File: src/verilog/rdt_pkg.sv
// constants and types shared by the two-channel reload down timer
// assumes a single clock domain; no software register bus, controls are ports
// Operation
// - internal clock mode: 16-bit counter decrements at one of three prescaled rates
// - event mode: counter decrements once per selected edge on external pin
// - wrap from 0000 to ffff is the underflow event
// - underflow comes reload value plus one counts after loading
// - reload mode: reload on underflow and keep counting unaided
// - one-shot mode: stop after underflow until started again
// - underflow sets the pending flag and raises interrupt request when enabled
// - two independent channels, each with own counter, reload and mode
// - timer output is offered as clock source to serial interfaces
package rdt_pkg;
  localparam int          CNT_W      = 16;
  localparam int          CHANNELS   = 2;
  localparam logic [15:0] CNT_RESET  = 16'h0000;
  localparam logic [15:0] CNT_ALL1   = 16'hffff;
  // prescaler taps: divide by 2, 8 and 32 of the machine clock
  localparam int          PRE_W      = 5;
  localparam int          TAP0       = 0;
  localparam int          TAP1       = 2;
  localparam int          TAP2       = 4;
  // clock select encodings
  localparam logic [1:0]  CSEL_DIV0  = 2'h0;
  localparam logic [1:0]  CSEL_DIV1  = 2'h1;
  localparam logic [1:0]  CSEL_DIV2  = 2'h2;
  localparam logic [1:0]  CSEL_EVENT = 2'h3;
  // event edge encodings
  localparam logic [1:0]  EDGE_NONE  = 2'h0;
  localparam logic [1:0]  EDGE_RISE  = 2'h1;
  localparam logic [1:0]  EDGE_FALL  = 2'h2;
  localparam logic [1:0]  EDGE_BOTH  = 2'h3;

  typedef enum logic [0:0] {RDT_IDLE, RDT_RUN} rdt_state_t;
endpackage : rdt_pkg

File: src/verilog/rdt_channel.sv
// one reload down-timer channel
// assumes count ticks and sync'd event samples arrive on the clk domain
`timescale 1ns/1ps
module rdt_channel #(
  parameter int CNT_W = rdt_pkg::CNT_W
) (
  // clock and reset
  input  wire logic             clk,
  input  wire logic             arst_n,
  input  wire logic             ce,
  // control
  input  wire logic             start,
  input  wire logic             stop,
  input  wire logic             reload_mode,
  input  wire logic [1:0]       clk_sel,
  input  wire logic [1:0]       edge_sel,
  input  wire logic [CNT_W-1:0] reload_val,
  input  wire logic [2:0]       pre_tick,
  input  wire logic             ev_edge_rise,
  input  wire logic             ev_edge_fall,
  // status
  output logic                  running,
  output logic [CNT_W-1:0]      count,
  output logic                  uflow
);
  typedef struct packed {
    rdt_pkg::rdt_state_t st;
    logic [CNT_W-1:0]    cnt;
    logic                uf;
  } rdt_ch_t;

  rdt_ch_t r;
  rdt_ch_t next_r;
  logic    tick;

  // pick the counting strobe for this channel
  always_comb begin
    case (clk_sel)
      rdt_pkg::CSEL_DIV0:  tick = pre_tick[0];
      rdt_pkg::CSEL_DIV1:  tick = pre_tick[1];
      rdt_pkg::CSEL_DIV2:  tick = pre_tick[2];
      default: begin
        case (edge_sel)
          rdt_pkg::EDGE_RISE: tick = ev_edge_rise;
          rdt_pkg::EDGE_FALL: tick = ev_edge_fall;
          rdt_pkg::EDGE_BOTH: tick = ev_edge_rise | ev_edge_fall;
          default:            tick = 1'b0;
        endcase
      end
    endcase
  end

  // start loads the counter so that reload+1 ticks later it wraps
  always_comb begin
    next_r    = r;
    next_r.uf = 1'b0;
    case (r.st)
      rdt_pkg::RDT_IDLE: begin
        if (start) begin
          next_r.st  = rdt_pkg::RDT_RUN;
          next_r.cnt = reload_val;
        end
      end
      rdt_pkg::RDT_RUN: begin
        if (stop) begin
          next_r.st = rdt_pkg::RDT_IDLE;
        end else if (start) begin
          next_r.cnt = reload_val; // restart wins over a tick
        end else if (tick) begin
          next_r.cnt = CNT_W'(r.cnt - 1'b1);
          if (r.cnt == '0) begin
            next_r.uf = 1'b1;
            if (reload_mode) begin
              next_r.cnt = reload_val;
            end else begin
              next_r.st = rdt_pkg::RDT_IDLE;
            end
          end
        end
      end
      default: next_r.st = rdt_pkg::RDT_IDLE;
    endcase
  end

  always_ff @(posedge clk or negedge arst_n) begin
    if (!arst_n) begin
      r.st  <= rdt_pkg::RDT_IDLE;
      r.cnt <= CNT_W'(rdt_pkg::CNT_RESET);
      r.uf  <= 1'b0;
    end else if (ce) begin
      r <= next_r;
    end
  end

  assign running = (r.st == rdt_pkg::RDT_RUN);
  assign count   = r.cnt;
  assign uflow   = r.uf;
endmodule : rdt_channel

File: src/verilog/rdt_top.sv
// two-channel reload down timer with pending flags and serial clock outputs
// assumes control inputs are on clk; event pins are asynchronous
`timescale 1ns/1ps
module rdt_top #(
  parameter int CNT_W = rdt_pkg::CNT_W
) (
  // clock and reset
  input  wire logic             clk,
  input  wire logic             arst_n,
  input  wire logic             ce,
  // channel 0 control
  input  wire logic             start0,
  input  wire logic             stop0,
  input  wire logic             reload_mode0,
  input  wire logic [1:0]       clk_sel0,
  input  wire logic [1:0]       edge_sel0,
  input  wire logic [CNT_W-1:0] reload_val0,
  input  wire logic             irq_en0,
  input  wire logic             pend_clr0,
  input  wire logic             ev_pin0,
  // channel 1 control
  input  wire logic             start1,
  input  wire logic             stop1,
  input  wire logic             reload_mode1,
  input  wire logic [1:0]       clk_sel1,
  input  wire logic [1:0]       edge_sel1,
  input  wire logic [CNT_W-1:0] reload_val1,
  input  wire logic             irq_en1,
  input  wire logic             pend_clr1,
  input  wire logic             ev_pin1,
  // status and requests
  output logic [CNT_W-1:0]      count0,
  output logic [CNT_W-1:0]      count1,
  output logic [1:0]            running,
  output logic [1:0]            pending,
  output logic [1:0]            irq,
  output logic [1:0]            sclk_out
);
  typedef struct packed {
    logic [rdt_pkg::PRE_W-1:0] pre;
    logic [2:0]                ptick;
    logic [1:0]                s1;
    logic [1:0]                s2;
    logic [1:0]                s3;
    logic [1:0]                lvl;
    logic [1:0]                pend;
    logic [1:0]                irq;
    logic [1:0]                sclk;
    logic [1:0]                run;
    logic [CNT_W-1:0]          c0;
    logic [CNT_W-1:0]          c1;
  } rdt_top_t;

  rdt_top_t r;
  rdt_top_t next_r;
  logic [1:0]       uf;
  logic [1:0]       ch_run;
  logic [CNT_W-1:0] ch_cnt0;
  logic [CNT_W-1:0] ch_cnt1;
  logic [1:0]       ev_rise;
  logic [1:0]       ev_fall;

  // edges come from the accepted level; pin idles low, so reset gives no false edge
  assign ev_rise = r.s2 & r.s3 & ~r.lvl;
  assign ev_fall = ~r.s2 & ~r.s3 & r.lvl;

  // tap strobe: fires when the low prescaler bits all read ones
  function automatic logic tap_hit(input logic [rdt_pkg::PRE_W-1:0] p, input int t);
    logic [rdt_pkg::PRE_W-1:0] m;
    m = rdt_pkg::PRE_W'((1 << (t + 1)) - 1);
    return (p & m) == m;
  endfunction : tap_hit

  // next-state of prescaler, pin sync, flags and registered outputs
  always_comb begin
    next_r       = r;
    next_r.pre   = rdt_pkg::PRE_W'(r.pre + 1'b1);
    next_r.ptick = {tap_hit(r.pre, rdt_pkg::TAP2), tap_hit(r.pre, rdt_pkg::TAP1),
                    tap_hit(r.pre, rdt_pkg::TAP0)};
    // three-stage sync; s1 is read only by s2
    next_r.s1    = {ev_pin1, ev_pin0};
    next_r.s2    = r.s1;
    next_r.s3    = r.s2;
    // a new level counts only once stages two and three agree; filters a one-clock glitch
    next_r.lvl   = (r.s2 & r.s3) | (r.lvl & (r.s2 | r.s3));
    // set wins over a same-cycle clear
    next_r.pend  = (r.pend & ~{pend_clr1, pend_clr0}) | uf;
    next_r.irq   = next_r.pend & {irq_en1, irq_en0};
    // underflow toggles the serial baud clock
    next_r.sclk  = r.sclk ^ uf;
    next_r.run   = ch_run;
    next_r.c0    = ch_cnt0;
    next_r.c1    = ch_cnt1;
  end

  always_ff @(posedge clk or negedge arst_n) begin
    if (!arst_n) begin
      r <= '0;
    end else if (ce) begin
      r <= next_r;
    end
  end

  // two independent channels; edge seen when the accepted level moves
  rdt_channel #(.CNT_W(CNT_W)) u_ch0 (
    .clk          (clk),
    .arst_n       (arst_n),
    .ce           (ce),
    .start        (start0),
    .stop         (stop0),
    .reload_mode  (reload_mode0),
    .clk_sel      (clk_sel0),
    .edge_sel     (edge_sel0),
    .reload_val   (reload_val0),
    .pre_tick     (r.ptick),
    .ev_edge_rise (ev_rise[0]),
    .ev_edge_fall (ev_fall[0]),
    .running      (ch_run[0]),
    .count        (ch_cnt0),
    .uflow        (uf[0])
  );
  rdt_channel #(.CNT_W(CNT_W)) u_ch1 (
    .clk          (clk),
    .arst_n       (arst_n),
    .ce           (ce),
    .start        (start1),
    .stop         (stop1),
    .reload_mode  (reload_mode1),
    .clk_sel      (clk_sel1),
    .edge_sel     (edge_sel1),
    .reload_val   (reload_val1),
    .pre_tick     (r.ptick),
    .ev_edge_rise (ev_rise[1]),
    .ev_edge_fall (ev_fall[1]),
    .running      (ch_run[1]),
    .count        (ch_cnt1),
    .uflow        (uf[1])
  );

  assign count0   = r.c0;
  assign count1   = r.c1;
  assign running  = r.run;
  assign pending  = r.pend;
  assign irq      = r.irq;
  assign sclk_out = r.sclk;
endmodule : rdt_top
File: config.mk
export PLATFORM = sky130hd
export DESIGN_NAME = rdt_top
export DESIGN_NICKNAME = d
export VERILOG_FILES = /design/src/verilog/rdt_pkg.sv /design/src/verilog/rdt_channel.sv /design/src/verilog/rdt_top.sv
export SDC_FILE = /design/constraint.sdc
export NUM_CORES = 1
export LEC_CHECK = 0
export ABC_CLOCK_PERIOD_IN_PS = 7200
export BUFFER_PORTS_ARGS = -buffer_cell sky130_fd_sc_hd__buf_2
export CAP_MARGIN = 30
export CELL_PAD_IN_SITES_DETAIL_PLACEMENT = 1
export CELL_PAD_IN_SITES_GLOBAL_PLACEMENT = 2
export CORE_UTILIZATION = 39
export CTS_CLUSTER_DIAMETER = 120
export DETAILED_ROUTE_END_ITERATION = 8
export GPL_ROUTABILITY_DRIVEN = 0
export PLACE_DENSITY = 0.95
export SLEW_MARGIN = 20
export SYNTH_ARGS = -nofsm -noshare
export SYNTH_HDL_FRONTEND = slang
export SYNTH_HIERARCHICAL = 1
export SYNTH_SLANG_ARGS = --single-unit
File: constraint.sdc
create_clock -name clk -period 7.2 [get_ports clk]
set_input_delay 0.72 -clock clk [delete_from_list [all_inputs] [get_ports clk]]
set_output_delay 0.72 -clock clk [all_outputs]
set_load 0.01 [all_outputs]
==> results.txt, run 1 <==
Met2 WL: 7045 um
Clock skew: 0.007022 ns
Remaining Overflow, GRT: 0
Crit path to: u_ch1/count[13]
CP Capture Type: flop
CP Max Fanout: 13
Resized Gates After CTS: 0
Post-CTS Setup Bufs: 0
DR vias: 4,351
Peak supply drop: 144.8 uV
Area grow syn2layout: 9.952%
Routed WL per cell: 19.02 um
# IOs: 95
Initial Utilization: 40.56%
Critical path class: reg2reg
Worst-Margin Slew: 0.8436 ns
R2r endpoint: u_ch1/count[13]
Area of the core: 0.01345 sq mm
Placement Cell Area: 0.005708 sq mm
Syn. warnings: 6
Final ANT Viol Nets: 0
Cell family with most CP delay: simple AND/OR/NAND/NOR gates
Asr flop ratio synth: 100.0%
CP max stage cell: or4_1
Sequential area share after synthesis: 42.19%
DR pass1 iterations: 5
WP data required: 7.43 ns
Fin nets: 636
Status: finished, final reports clean
Critical path depth: 7
Worst setup SP type: flop
Cts hold-fix bufs: 0
Clock H-tree levels: 3
Rel. slew slack: 43.33%
Post-route cell area: 0.006000 sq mm
Vias per cell: 5.778
Cell variety after synth: 60
Synth area leaders: dfrtp_1 42%, mux2_2 9.5%, buf_4 5.8%
CTS Buffer Depth: 2
Clk root buf: clkbuf_16
Post-synth EDFFs: 0
Crit path buf inv count: 1
Cells after Synth: 530
Port bufs: 94
Die H: 120.3 um
Synth top area share: 42.19%
Initial antenna violation count: 0
Vias in the first global route: 4,350
Syn_nets: 592
Tmin final: 3.162 ns
Clock transition at path regs: 0.06 ns
Die Span X: 120.3 um
Final setup violation count: 0
Sink Count: 92
Top Layer Used: met4
Reg2reg setup slack: 4.04 ns
Final Max Tran Viols: 0
Total GRT Usage: 20.54%
Worst Setup SP: u_ch1/count[0]
Seq cells post-synth: 92
Predominant post-synthesis flop cell: dfrtp_1
Peak Freq: 316.3 MHz
Worst hold path type: in2async
Cell taking the most area after synthesis: dfrtp_1
Unrepaired setup endpoints after global routing: no
Die Footprint: 0.01447 sq mm
Worst path arrival time: 3.39 ns
Lkg Pwr: 2.695 nW
Worst R2R Path Depth: 7
Crit path cell chain: inv_1 > ha_1 > or4bb_1 > or4_1 > nand4_1 > nor2_1 > a221o_1
Critical Path Max Stage Delay: 0.68 ns
Diode count: 0
Max-cap violations: 0
Synthesized area: 0.005456 sq mm
DRC violations left: 0
Hold Fails Final Rpt: 0
Post-DP HPWL: 10,380 um
Routed wire length: 14,320 um
Setup TNS Final: 0 ns
Total power: 0.002022 W
Final core occ: 44.60%
DR iter-0 viols: 204
First-pass GRT wire length: 23,010 um
Rows: 42
Final period utilization: 43.91%
CTS Buf Count: 9
TritonCTS clock tree: done
Layout cells sized above 1: 30.33%
Largest net degree at the start of global routing: 66
Synthesized area per cell: 10.30 sq um
Worst-Skew Late Latency: 0.35 ns
WL met3: 639 um
Met1 wire length: 6485 um
PwrDens: 337.1 mW/mm^2
FF-to-FF Start: u_ch1/count[0]
[report_power, final]
group	switching [W]	internal [W]	leakage [nW]	total [W]
clock network	0.000193	0.000284	0.145	0.000477
logic	0.000352	0.000315	1.41	0.000668
registers	0.000189	0.000689	1.14	0.000878
total	0.000735	0.00129	2.70	0.00202
[layer usage]
layer | vias to the layer above | GRT usage [%]
li1 | 2019 | -
met1 | 2213 | 27.52
met2 | 110 | 33.48
met3 | 9 | 4.009
met4 | 0 | 6.327
met5 | - | 0
[sequential cells by signal, indices dropped and copies added, names as in the netlist, 2 cells and up]
signal / count
count0: 16
u_ch1/count: 16
irq: 2
r: 12
u_ch0/count: 16
pending: 2
count1: 16
sclk_out: 2
running: 2
next_r: 4
[how the worst min path moves through the flow]
stage | startpoint | cells after the start | endpoint | slack [ns]
detailed placement | sclk_out[1] | 1 | sclk_out[1] | 0.47
finish | arst_n | 1 | irq[1] | 0.29
global route | arst_n | 1 | irq[1] | 0.31
CTS | arst_n | 1 | irq[1] | 0.30
global placement | r[54] | 1 | r[54] | 0.46
floorplan | arst_n | 0 | count0[0] | 0.42
[layout make-up]
type	instances	area, sq um
Fill cell	1534	7453
Multi-Input combinational cell	343	2562
Sequential cell	92	2302
Timing Repair Buffer	100	518.0
Clock buffer	12	256.5
Tap cell	176	220.2
Inverter	28	105.1
Clock inverter	2	35.03
[layout by cell type, fill, tap and decap left out, drive strengths merged, types with 6 or more instances in the layout]
cell type,netlist,final
a21o,6,6
a21oi,24,24
a221o,16,16
a31oi,6,6
and3,9,9
buf,55,100
clkbuf,12,12
dfrtp,92,92
ha,7,7
inv,28,28
mux2,48,48
mux2i,6,6
nand2,30,30
nand2b,6,6
nand3,10,10
nand4,13,13
nor2,26,26
nor2b,6,6
nor3,10,10
nor4,12,12
o2111ai,6,6
o211ai,10,10
o21ai,14,14
or4,10,10
xnor2,7,7
[synthesized netlist by cell type, drive strengths merged, types with 3 or more instances]
| library cell | n |
|---|---|
| dfrtp | 92 |
| buf | 55 |
| mux2 | 48 |
| nand2 | 30 |
| inv | 28 |
| nor2 | 26 |
| a21oi | 24 |
| a221o | 16 |
| o21ai | 14 |
| nand4 | 13 |
| clkbuf | 12 |
| nor4 | 12 |
| nand3 | 10 |
| nor3 | 10 |
| o211ai | 10 |
| or4 | 10 |
| and3 | 9 |
| ha | 7 |
| xnor2 | 7 |
| a21o | 6 |
| a31oi | 6 |
| mux2i | 6 |
| nand2b | 6 |
| nor2b | 6 |
| o2111ai | 6 |
| a32oi | 4 |
| and2 | 4 |
| and4 | 4 |
| mux4 | 4 |
| o22ai | 4 |
| or3 | 4 |
| xor2 | 3 |
[stage by stage]
step | setup WS (ns) | std cells | hold slack (ns)
after floorplan | 4.618 | 530 | 0.4244
after global placement | 3.647 | 737 | 0.4570
after detailed placement | 3.868 | 739 | 0.4666
after CTS | 4.047 | 753 | 0.2954
after global routing | 3.889 | 753 | 0.3128
final | 4.038 | 753 | 0.2852
[cells by family after synthesis]
| kind of cell | Yosys count | synth area share, % |
|---|---|---|
| AOI/OAI and AO/OA | 114 | 15.00 |
| buffers and inverters | 95 | 10.85 |
| DFF | 92 | 42.19 |
| adders and majority gates | 7 | 1.605 |
| muxes | 58 | 12.66 |
| and+or+nand+nor | 154 | 15.96 |
| xor gates and xnor gates | 10 | 1.743 |
Note: power is estimated with default switching activity, not from simulation.
==> inputs of run 2 (changes only) <==
--- a/config.mk
+++ b/config.mk
@@ -5,16 +5,16 @@
 export SDC_FILE = /design/constraint.sdc
 export NUM_CORES = 1
 export LEC_CHECK = 0
-export ABC_CLOCK_PERIOD_IN_PS = 7200
+export ABC_CLOCK_PERIOD_IN_PS = 3200
 export BUFFER_PORTS_ARGS = -buffer_cell sky130_fd_sc_hd__buf_2
 export CAP_MARGIN = 30
 export CELL_PAD_IN_SITES_DETAIL_PLACEMENT = 1
 export CELL_PAD_IN_SITES_GLOBAL_PLACEMENT = 2
-export CORE_UTILIZATION = 39
+export CORE_UTILIZATION = 36
 export CTS_CLUSTER_DIAMETER = 120
 export DETAILED_ROUTE_END_ITERATION = 8
 export GPL_ROUTABILITY_DRIVEN = 0
-export PLACE_DENSITY = 0.95
+export PLACE_DENSITY = 0.9
 export SLEW_MARGIN = 20
 export SYNTH_ARGS = -nofsm -noshare
 export SYNTH_HDL_FRONTEND = slang
==> constraint.sdc (replaced) <==
create_clock -name clk -period 3.2 [get_ports clk]
set_input_delay 0.32 -clock clk [delete_from_list [all_inputs] [get_ports clk]]
set_output_delay 0.32 -clock clk [all_outputs]
set_load 0.01 [all_outputs]
==> run 2 against run 1 <==
  * The flow now finishes with violations (DRC)
  * Largest cell class unchanged
  * Highest routed layer unchanged
  * Die area is 8.2% higher
  * Critical path depth is 1 higher
  * Combinational power is 130% higher
  * Register-to-register slack worse by 3.6 ns
  * Cell area is 1.7% higher
  * Utilization is 2.9 points lower
  * Global-route usage is 1.0 points lower
==> results.txt, run 2 (synthesis results as in run 1) <==
Initial Utilization: 37.26% (-3.3 points)
Crit path cell chain: inv_1 > ha_1 > or4bb_1 > or4_1 > nand4_1 > buf_4 > o21ai_1 > a211o_1
TritonCTS clock tree: done
DR iter-0 viols: 267 (+31%)
Worst-Margin Slew: 0.7057 ns (-0.1379 ns)
Worst hold path type: in2reg
Clock transition at path regs: 0.07 ns (about the same)
WP data required: 3.44 ns (-3.99 ns)
DR vias: 4,435 (+1.9%)
Final Non-Filler Cells: 774 (+2.8%)
Initial antenna violation count: 0 (unchanged)
CP max stage cell: or4_1
Routed WL per cell: 19.06 um (+0.20%)
Reg2reg setup slack: 0.42 ns (-3.62 ns)
Rel. slew slack: 52.95% (+9.6 points)
Diode count: 0 (unchanged)
Total GRT Usage: 19.52% (-1.0 points)
Sequential power share: 42.8% (-0.6 points)
Max-cap violations: 0 (unchanged)
Port bufs: 94 (unchanged)
Sink Count: 92 (unchanged)
Hold Startpoint: reload_val0[2]
Worst Setup SP: u_ch1/count[0]
R2r endpoint: u_ch1/count[6]
Area of the core: 0.01464 sq mm (+8.9%)
Die Footprint: 0.01565 sq mm (+8.2%)
CTS Buf Count: 9 (unchanged)
Placement Cell Area: 0.005793 sq mm (+1.5%)
Critical path class: reg2reg
Post-route cell area: 0.006100 sq mm (+1.7%)
Unrepaired setup endpoints after global routing: no
P_sw: 0.001699 W (+130%)
Worst R2R Path Depth: 8 (+1)
Largest net degree at the start of global routing: 42 (-36%)
Final period utilization: 87.02% (+43 points)
Worst-Skew Late Latency: 0.35 ns (about the same)
Critical Path Max Stage Delay: 0.51 ns (-0.17 ns)
Worst Hold End: u_ch0/count[2]
Area grow syn2layout: 11.79%
Clock H-tree levels: 3 (unchanged)
Peak supply drop: 345.9 uV (+140%)
Resized Gates After CTS: 0 (unchanged)
Combinational Power Share: 33.7% (+0.7 points)
Layout cells sized above 1: 31.36% (+1.0 points)
CP Capture Type: flop
Leading cell type in the layout, fill and taps excluded: buf_2
Vias per cell: 5.730 (-0.83%)
Commonest non-fill, non-tap cells in the layout: 93 x buf_2, 92 x dfrtp_1, 46 x mux2_2, 29 x nand2_1, 28 x inv_1
Status: finished, violations left
Rows: 44 (+4.8%)
Clock skew: 0.009863 ns (+0.002841 ns)
Hold-critical path depth: 2
PwrDens: 755.5 mW/mm^2 (+120%)
CTS Buffer Depth: 2 (unchanged)
Remaining Overflow, GRT: 0 (unchanged)
Die Span X: 125.1 um (+4.0%)
GRT Max-Usage Layer: met2
Routed wire length: 14,750 um (+3.0%)
Vias in the first global route: 4,607 (+5.9%)
# IOs: 95 (unchanged)
Placed instance count: 757 (+2.4%)
Lkg Pwr: 2.740 nW (+1.7%)
DR pass1 iterations: 6 (+1)
Worst path arrival time: 3.02 ns (-0.37 ns)
Clk root buf: clkbuf_16
Final ANT Viol Nets: 0 (unchanged)
CP Max Fanout: 7 (-6)
Fin nets: 647 (+1.7%)
FF-to-FF Start: u_ch1/count[0]
Switch share: 36.86% (+0.53 points)
Clk network pwr share: 23.5% (about the same)
DRC violations left: 12 (+12)
Failing checks: DRC
P_int: 0.002910 W (+130%)
Met2 Usage GRT: 31.45% (-2.0 points)
GRT met3 Usage: 4.322% (+0.31 points)
First-pass GRT wire length: 24,190 um (+5.1%)
Die H: 125.1 um (+4.0%)
Setup TNS Final: 0 ns (unchanged)
Worst setup SP type: flop
Hold Fails Final Rpt: 0 (unchanged)
Tmin final: 2.785 ns (-0.3770 ns)
Final setup violation count: 0 (unchanged)
Final Max Tran Viols: 0 (unchanged)
Post-DP HPWL: 11,120 um (+7.2%)
GR Util met1: 25.95% (-1.6 points)
Peak Freq: 359.1 MHz (+14%)
run 2: changes by cell type in the layout (fill, tap and decap cells not counted):
cell	change
clkinv_4	+1
dlygate4sd3_1	+1
clkbuf_1	+2
clkinv_2	-1
clkbuf_8	-1
buf_4	+10
clkinvlp_4	+1
run 2: timing repair:
item / CTS / global route
buffers inserted: 0 / 0
endpoints found under the hold margin: 25 / 0
hold buffers: 1 / 0
run 2: metrics by stage:
| step | setup slack, ns | power, W | hold WS, ns | util [%] |
|---|---|---|---|---|
| 2_1_floorplan | 0.6182 | 0.003133 | 0.02441 | - |
| 3_3_place_gp | 0.5561 | 0.003461 | 0.2513 | 39.56 |
| 3_5_place_dp | 0.4788 | 0.003536 | 0.2606 | 39.56 |
| 4_1_cts | 0.4418 | 0.004644 | 0.1848 | 41.65 |
| 5_1_grt | 0.3046 | 0.004898 | 0.1956 | 41.65 |
| 6_report | 0.4154 | 0.004609 | 0.1956 | 41.65 |
run 2: critical path, delay by kind of cell (launching register included):
| kind | cells | cell delay, ns |
|---|---|---|
| adders and majority gates | 1 | 0.18 |
| buffers and inverters | 2 | 0.37 |
| DFF | 1 | 0.44 |
| and+or+nand+nor | 3 | 1.28 |
| AOI/OAI and AO/OA | 2 | 0.39 |
run 2: area by class of cell:
type | instances | area [sq um]
fillers | 1686 | 8544
well taps | 184 | 230.2
clock inverters | 3 | 46.29
flip-flops and latches | 92 | 2302
inverters | 28 | 105.1
repair buffers | 111 | 603.1
clock buffers | 13 | 250.2
multi-input cells | 343 | 2562
run 2: worst max path at each step:
stage,end,cells past startpoint
2_1_floorplan,u_ch0/count[5],9
5_1_grt,u_ch0/count[15],8
3_3_place_gp,u_ch1/count[5],8
6_report,u_ch1/count[6],8
3_5_place_dp,u_ch1/count[6],8
4_1_cts,u_ch1/count[6],8
run 2: power groups by stage:
stage	logic, W	clock network [W]	registers [W]
after floorplan	0.00131	0	0.00182
after global placement	0.00150	0	0.00196
after detailed placement	0.00154	0	0.00199
after CTS	0.00156	0.00111	0.00197
after global routing	0.00170	0.00115	0.00205
final	0.00155	0.00108	0.00197
run 2: layer usage:
metal	vias to the layer above	share of wire, %
met1	2238	44
met3	25	6.0
met2	132	47
met4	0	2.2
li1	2040	-
met5	-	0
==> inputs of run 3 (changes only) <==
--- a/config.mk
+++ b/config.mk
@@ -10,11 +10,13 @@
 export CAP_MARGIN = 30
 export CELL_PAD_IN_SITES_DETAIL_PLACEMENT = 1
 export CELL_PAD_IN_SITES_GLOBAL_PLACEMENT = 2
+export CORE_MARGIN = 1.5
 export CORE_UTILIZATION = 36
 export CTS_CLUSTER_DIAMETER = 120
 export DETAILED_ROUTE_END_ITERATION = 8
 export GPL_ROUTABILITY_DRIVEN = 0
 export PLACE_DENSITY = 0.9
+export RECOVER_POWER = 100
 export SLEW_MARGIN = 20
 export SYNTH_ARGS = -nofsm -noshare
 export SYNTH_HDL_FRONTEND = slang
==> run 3 against run 2 <==
  * Clock power about the same
  * Highest routed layer unchanged
  * Critical endpoint is now u_ch1/count[5]
  * Clock skew about the same
  * The flow still finishes with violations (DRC)
  * Utilization decreased by 0.51 points
==> results.txt, run 3 (synthesis results as in run 1) <==
Remaining Overflow, GRT: 0 (unchanged)
# IOs: 95 (unchanged)
Port bufs: 94 (unchanged)
CP Capture Type: flop
Worst-Skew Late Latency: 0.35 ns (about the same)
FF-to-FF Start: u_ch1/count[0]
Worst Setup SP: u_ch1/count[0]
TritonCTS clock tree: done
Worst hold path type: in2reg
Clock skew: 0.009602 ns (-0.0002612 ns)
First-pass GRT wire length: 24,340 um (+0.60%)
Total power: 0.004599 W (-0.20%)
Commonest non-fill, non-tap cells in the layout: 92 x dfrtp_1, 52 x buf_2, 46 x mux2_2, 46 x clkbuf_1, 29 x nand2_1
Lkg Pwr: 2.592 nW (-5.4%)
Vias in the first global route: 4,624 (+0.37%)
Worst path arrival time: 3.12 ns (+0.10 ns)
Vias per cell: 5.727 (about the same)
WP data required: 3.43 ns (about the same)
Leading cell type in the layout, fill and taps excluded: dfrtp_1
Area of the core: 0.01464 sq mm (unchanged)
Die Footprint: 0.01591 sq mm (+1.6%)
Unrepaired setup endpoints after global routing: no
R2r endpoint: u_ch1/count[5]
Clk root buf: clkbuf_16
Peak supply drop: 320.3 uV (-7.4%)
Layout cells sized above 1: 23.77% (-7.6 points)
DR vias: 4,427 (-0.18%)
Peak Freq: 345.6 MHz (-3.8%)
Max-cap violations: 0 (unchanged)
Routed wire length: 14,850 um (+0.66%)
Routed WL per cell: 19.21 um (+0.79%)
Die H: 126.1 um (+0.80%)
CTS Buf Count: 9 (unchanged)
Placed instance count: 756 (-0.13%)
Worst-Margin Slew: 1.465 ns (+0.7595 ns)
Crit path to: u_ch1/count[5]
Sink Count: 92 (unchanged)
DR iter-0 viols: 262 (-1.9%)
Worst setup SP type: flop
Clock transition at path regs: 0.07 ns (about the same)
Hold Fails Final Rpt: 0 (unchanged)
CP Max Fanout: 8 (+1)
Reg2reg setup slack: 0.31 ns (-0.11 ns)
Largest net degree at the start of global routing: 42 (unchanged)
DRC violations left: 6 (-6)
Initial antenna violation count: 0 (unchanged)
Failing checks: DRC
Critical path class: reg2reg
Worst R2R Path Depth: 8 (unchanged)
Die Span X: 126.1 um (+0.80%)
DR pass1 iterations: 6 (unchanged)
Area grow syn2layout: 10.41%
Rel. slew slack: 2.317% (-51 points)
Final ANT Viol Nets: 0 (unchanged)
Resized Gates After CTS: 0 (unchanged)
Total GRT Usage: 19.26% (-0.26 points)
Final period utilization: 90.41% (+3.4 points)
Hold Slack: 0.2064 ns (+0.01082 ns)
Initial Utilization: 37.26% (unchanged)
CTS Buffer Depth: 2 (unchanged)
Final core occ: 41.14% (-0.51 points)
PwrDens: 763.5 mW/mm^2 (+1.0%)
Post-DP HPWL: 11,100 um (-0.20%)
Rows: 44 (unchanged)
Diode count: 0 (unchanged)
Clock H-tree levels: 3 (unchanged)
Fin nets: 646 (-0.15%)
Final Max Tran Viols: 0 (unchanged)
Final setup violation count: 0 (unchanged)
Status: finished, violations left
Final Non-Filler Cells: 773 (-0.13%)
Setup TNS Final: 0 ns (unchanged)
Tmin final: 2.893 ns (+0.1086 ns)
-- run 3: layer usage --
| metal | vias to the layer above | global-route usage, % | routed length, um |
|---|---|---|---|
| li1 | 2040 | - | - |
| met1 | 2264 | 26.29 | 6808 |
| met2 | 109 | 31.35 | 7144 |
| met3 | 14 | 3.314 | 685 |
| met4 | 0 | 5.950 | 212 |
| met5 | - | 0 | 0 |
-- run 3: how the worst min path moves through the flow --
| stage | start | to | slack, ns | cells after the start |
|---|---|---|---|---|
| 5_1_grt | reload_val0[5] | u_ch0/count[5] | 0.20 | 2 |
| 3_5_place_dp | arst_n | irq[0] | 0.26 | 1 |
| 2_1_floorplan | arst_n | count0[0] | 0.02 | 0 |
| 3_3_place_gp | arst_n | irq[0] | 0.25 | 1 |
| 4_1_cts | ev_pin1 | next_r[45] | 0.20 | 2 |
| 6_report | ev_pin1 | next_r[45] | 0.21 | 2 |
-- run 3: worst max-delay path, stage by stage (launching register included) --
cell and delay [ns]:
dfrtp_1 0.44, inv_1 0.14, ha_1 0.18, or4bb_1 0.50, or4_1 0.51, clkbuf_1 0.21, and4_1 0.32, a21o_1 0.18
a221o_1 0.29
-- run 3: final cells by class --
cell class / count / area [sq um]
Fill cell: 1717 / 8620
Inverter: 28 / 105.1
Sequential cell: 92 / 2302
Clock buffer: 10 / 239.0
Tap cell: 184 / 230.2
Timing Repair Buffer: 110 / 518.0
Clock inverter: 6 / 70.07
Multi-Input combinational cell: 343 / 2560
-- run 3: through the flow --
| stage | setup WS [ns] | instance area, sq um |
|---|---|---|
| after global placement | 0.5575 | 5786 |
| after CTS | 0.4487 | 6105 |
| after floorplan | 0.6182 | 5456 |
| after global routing | 0.1946 | 6025 |
| final | 0.3068 | 6025 |
| after detailed placement | 0.4789 | 5786 |
-- run 3: timing repair --
item	CTS	global route
hold endpoints to repair	25	0
hold buffers	1	0
buffers inserted	0	0
-- run 3: where the power goes --
group / switching (W) / internal [W]
registers: 0.000438 / 0.00155
clock network: 0.000475 / 0.000634
logic: 0.000823 / 0.000681
total: 0.00174 / 0.00286
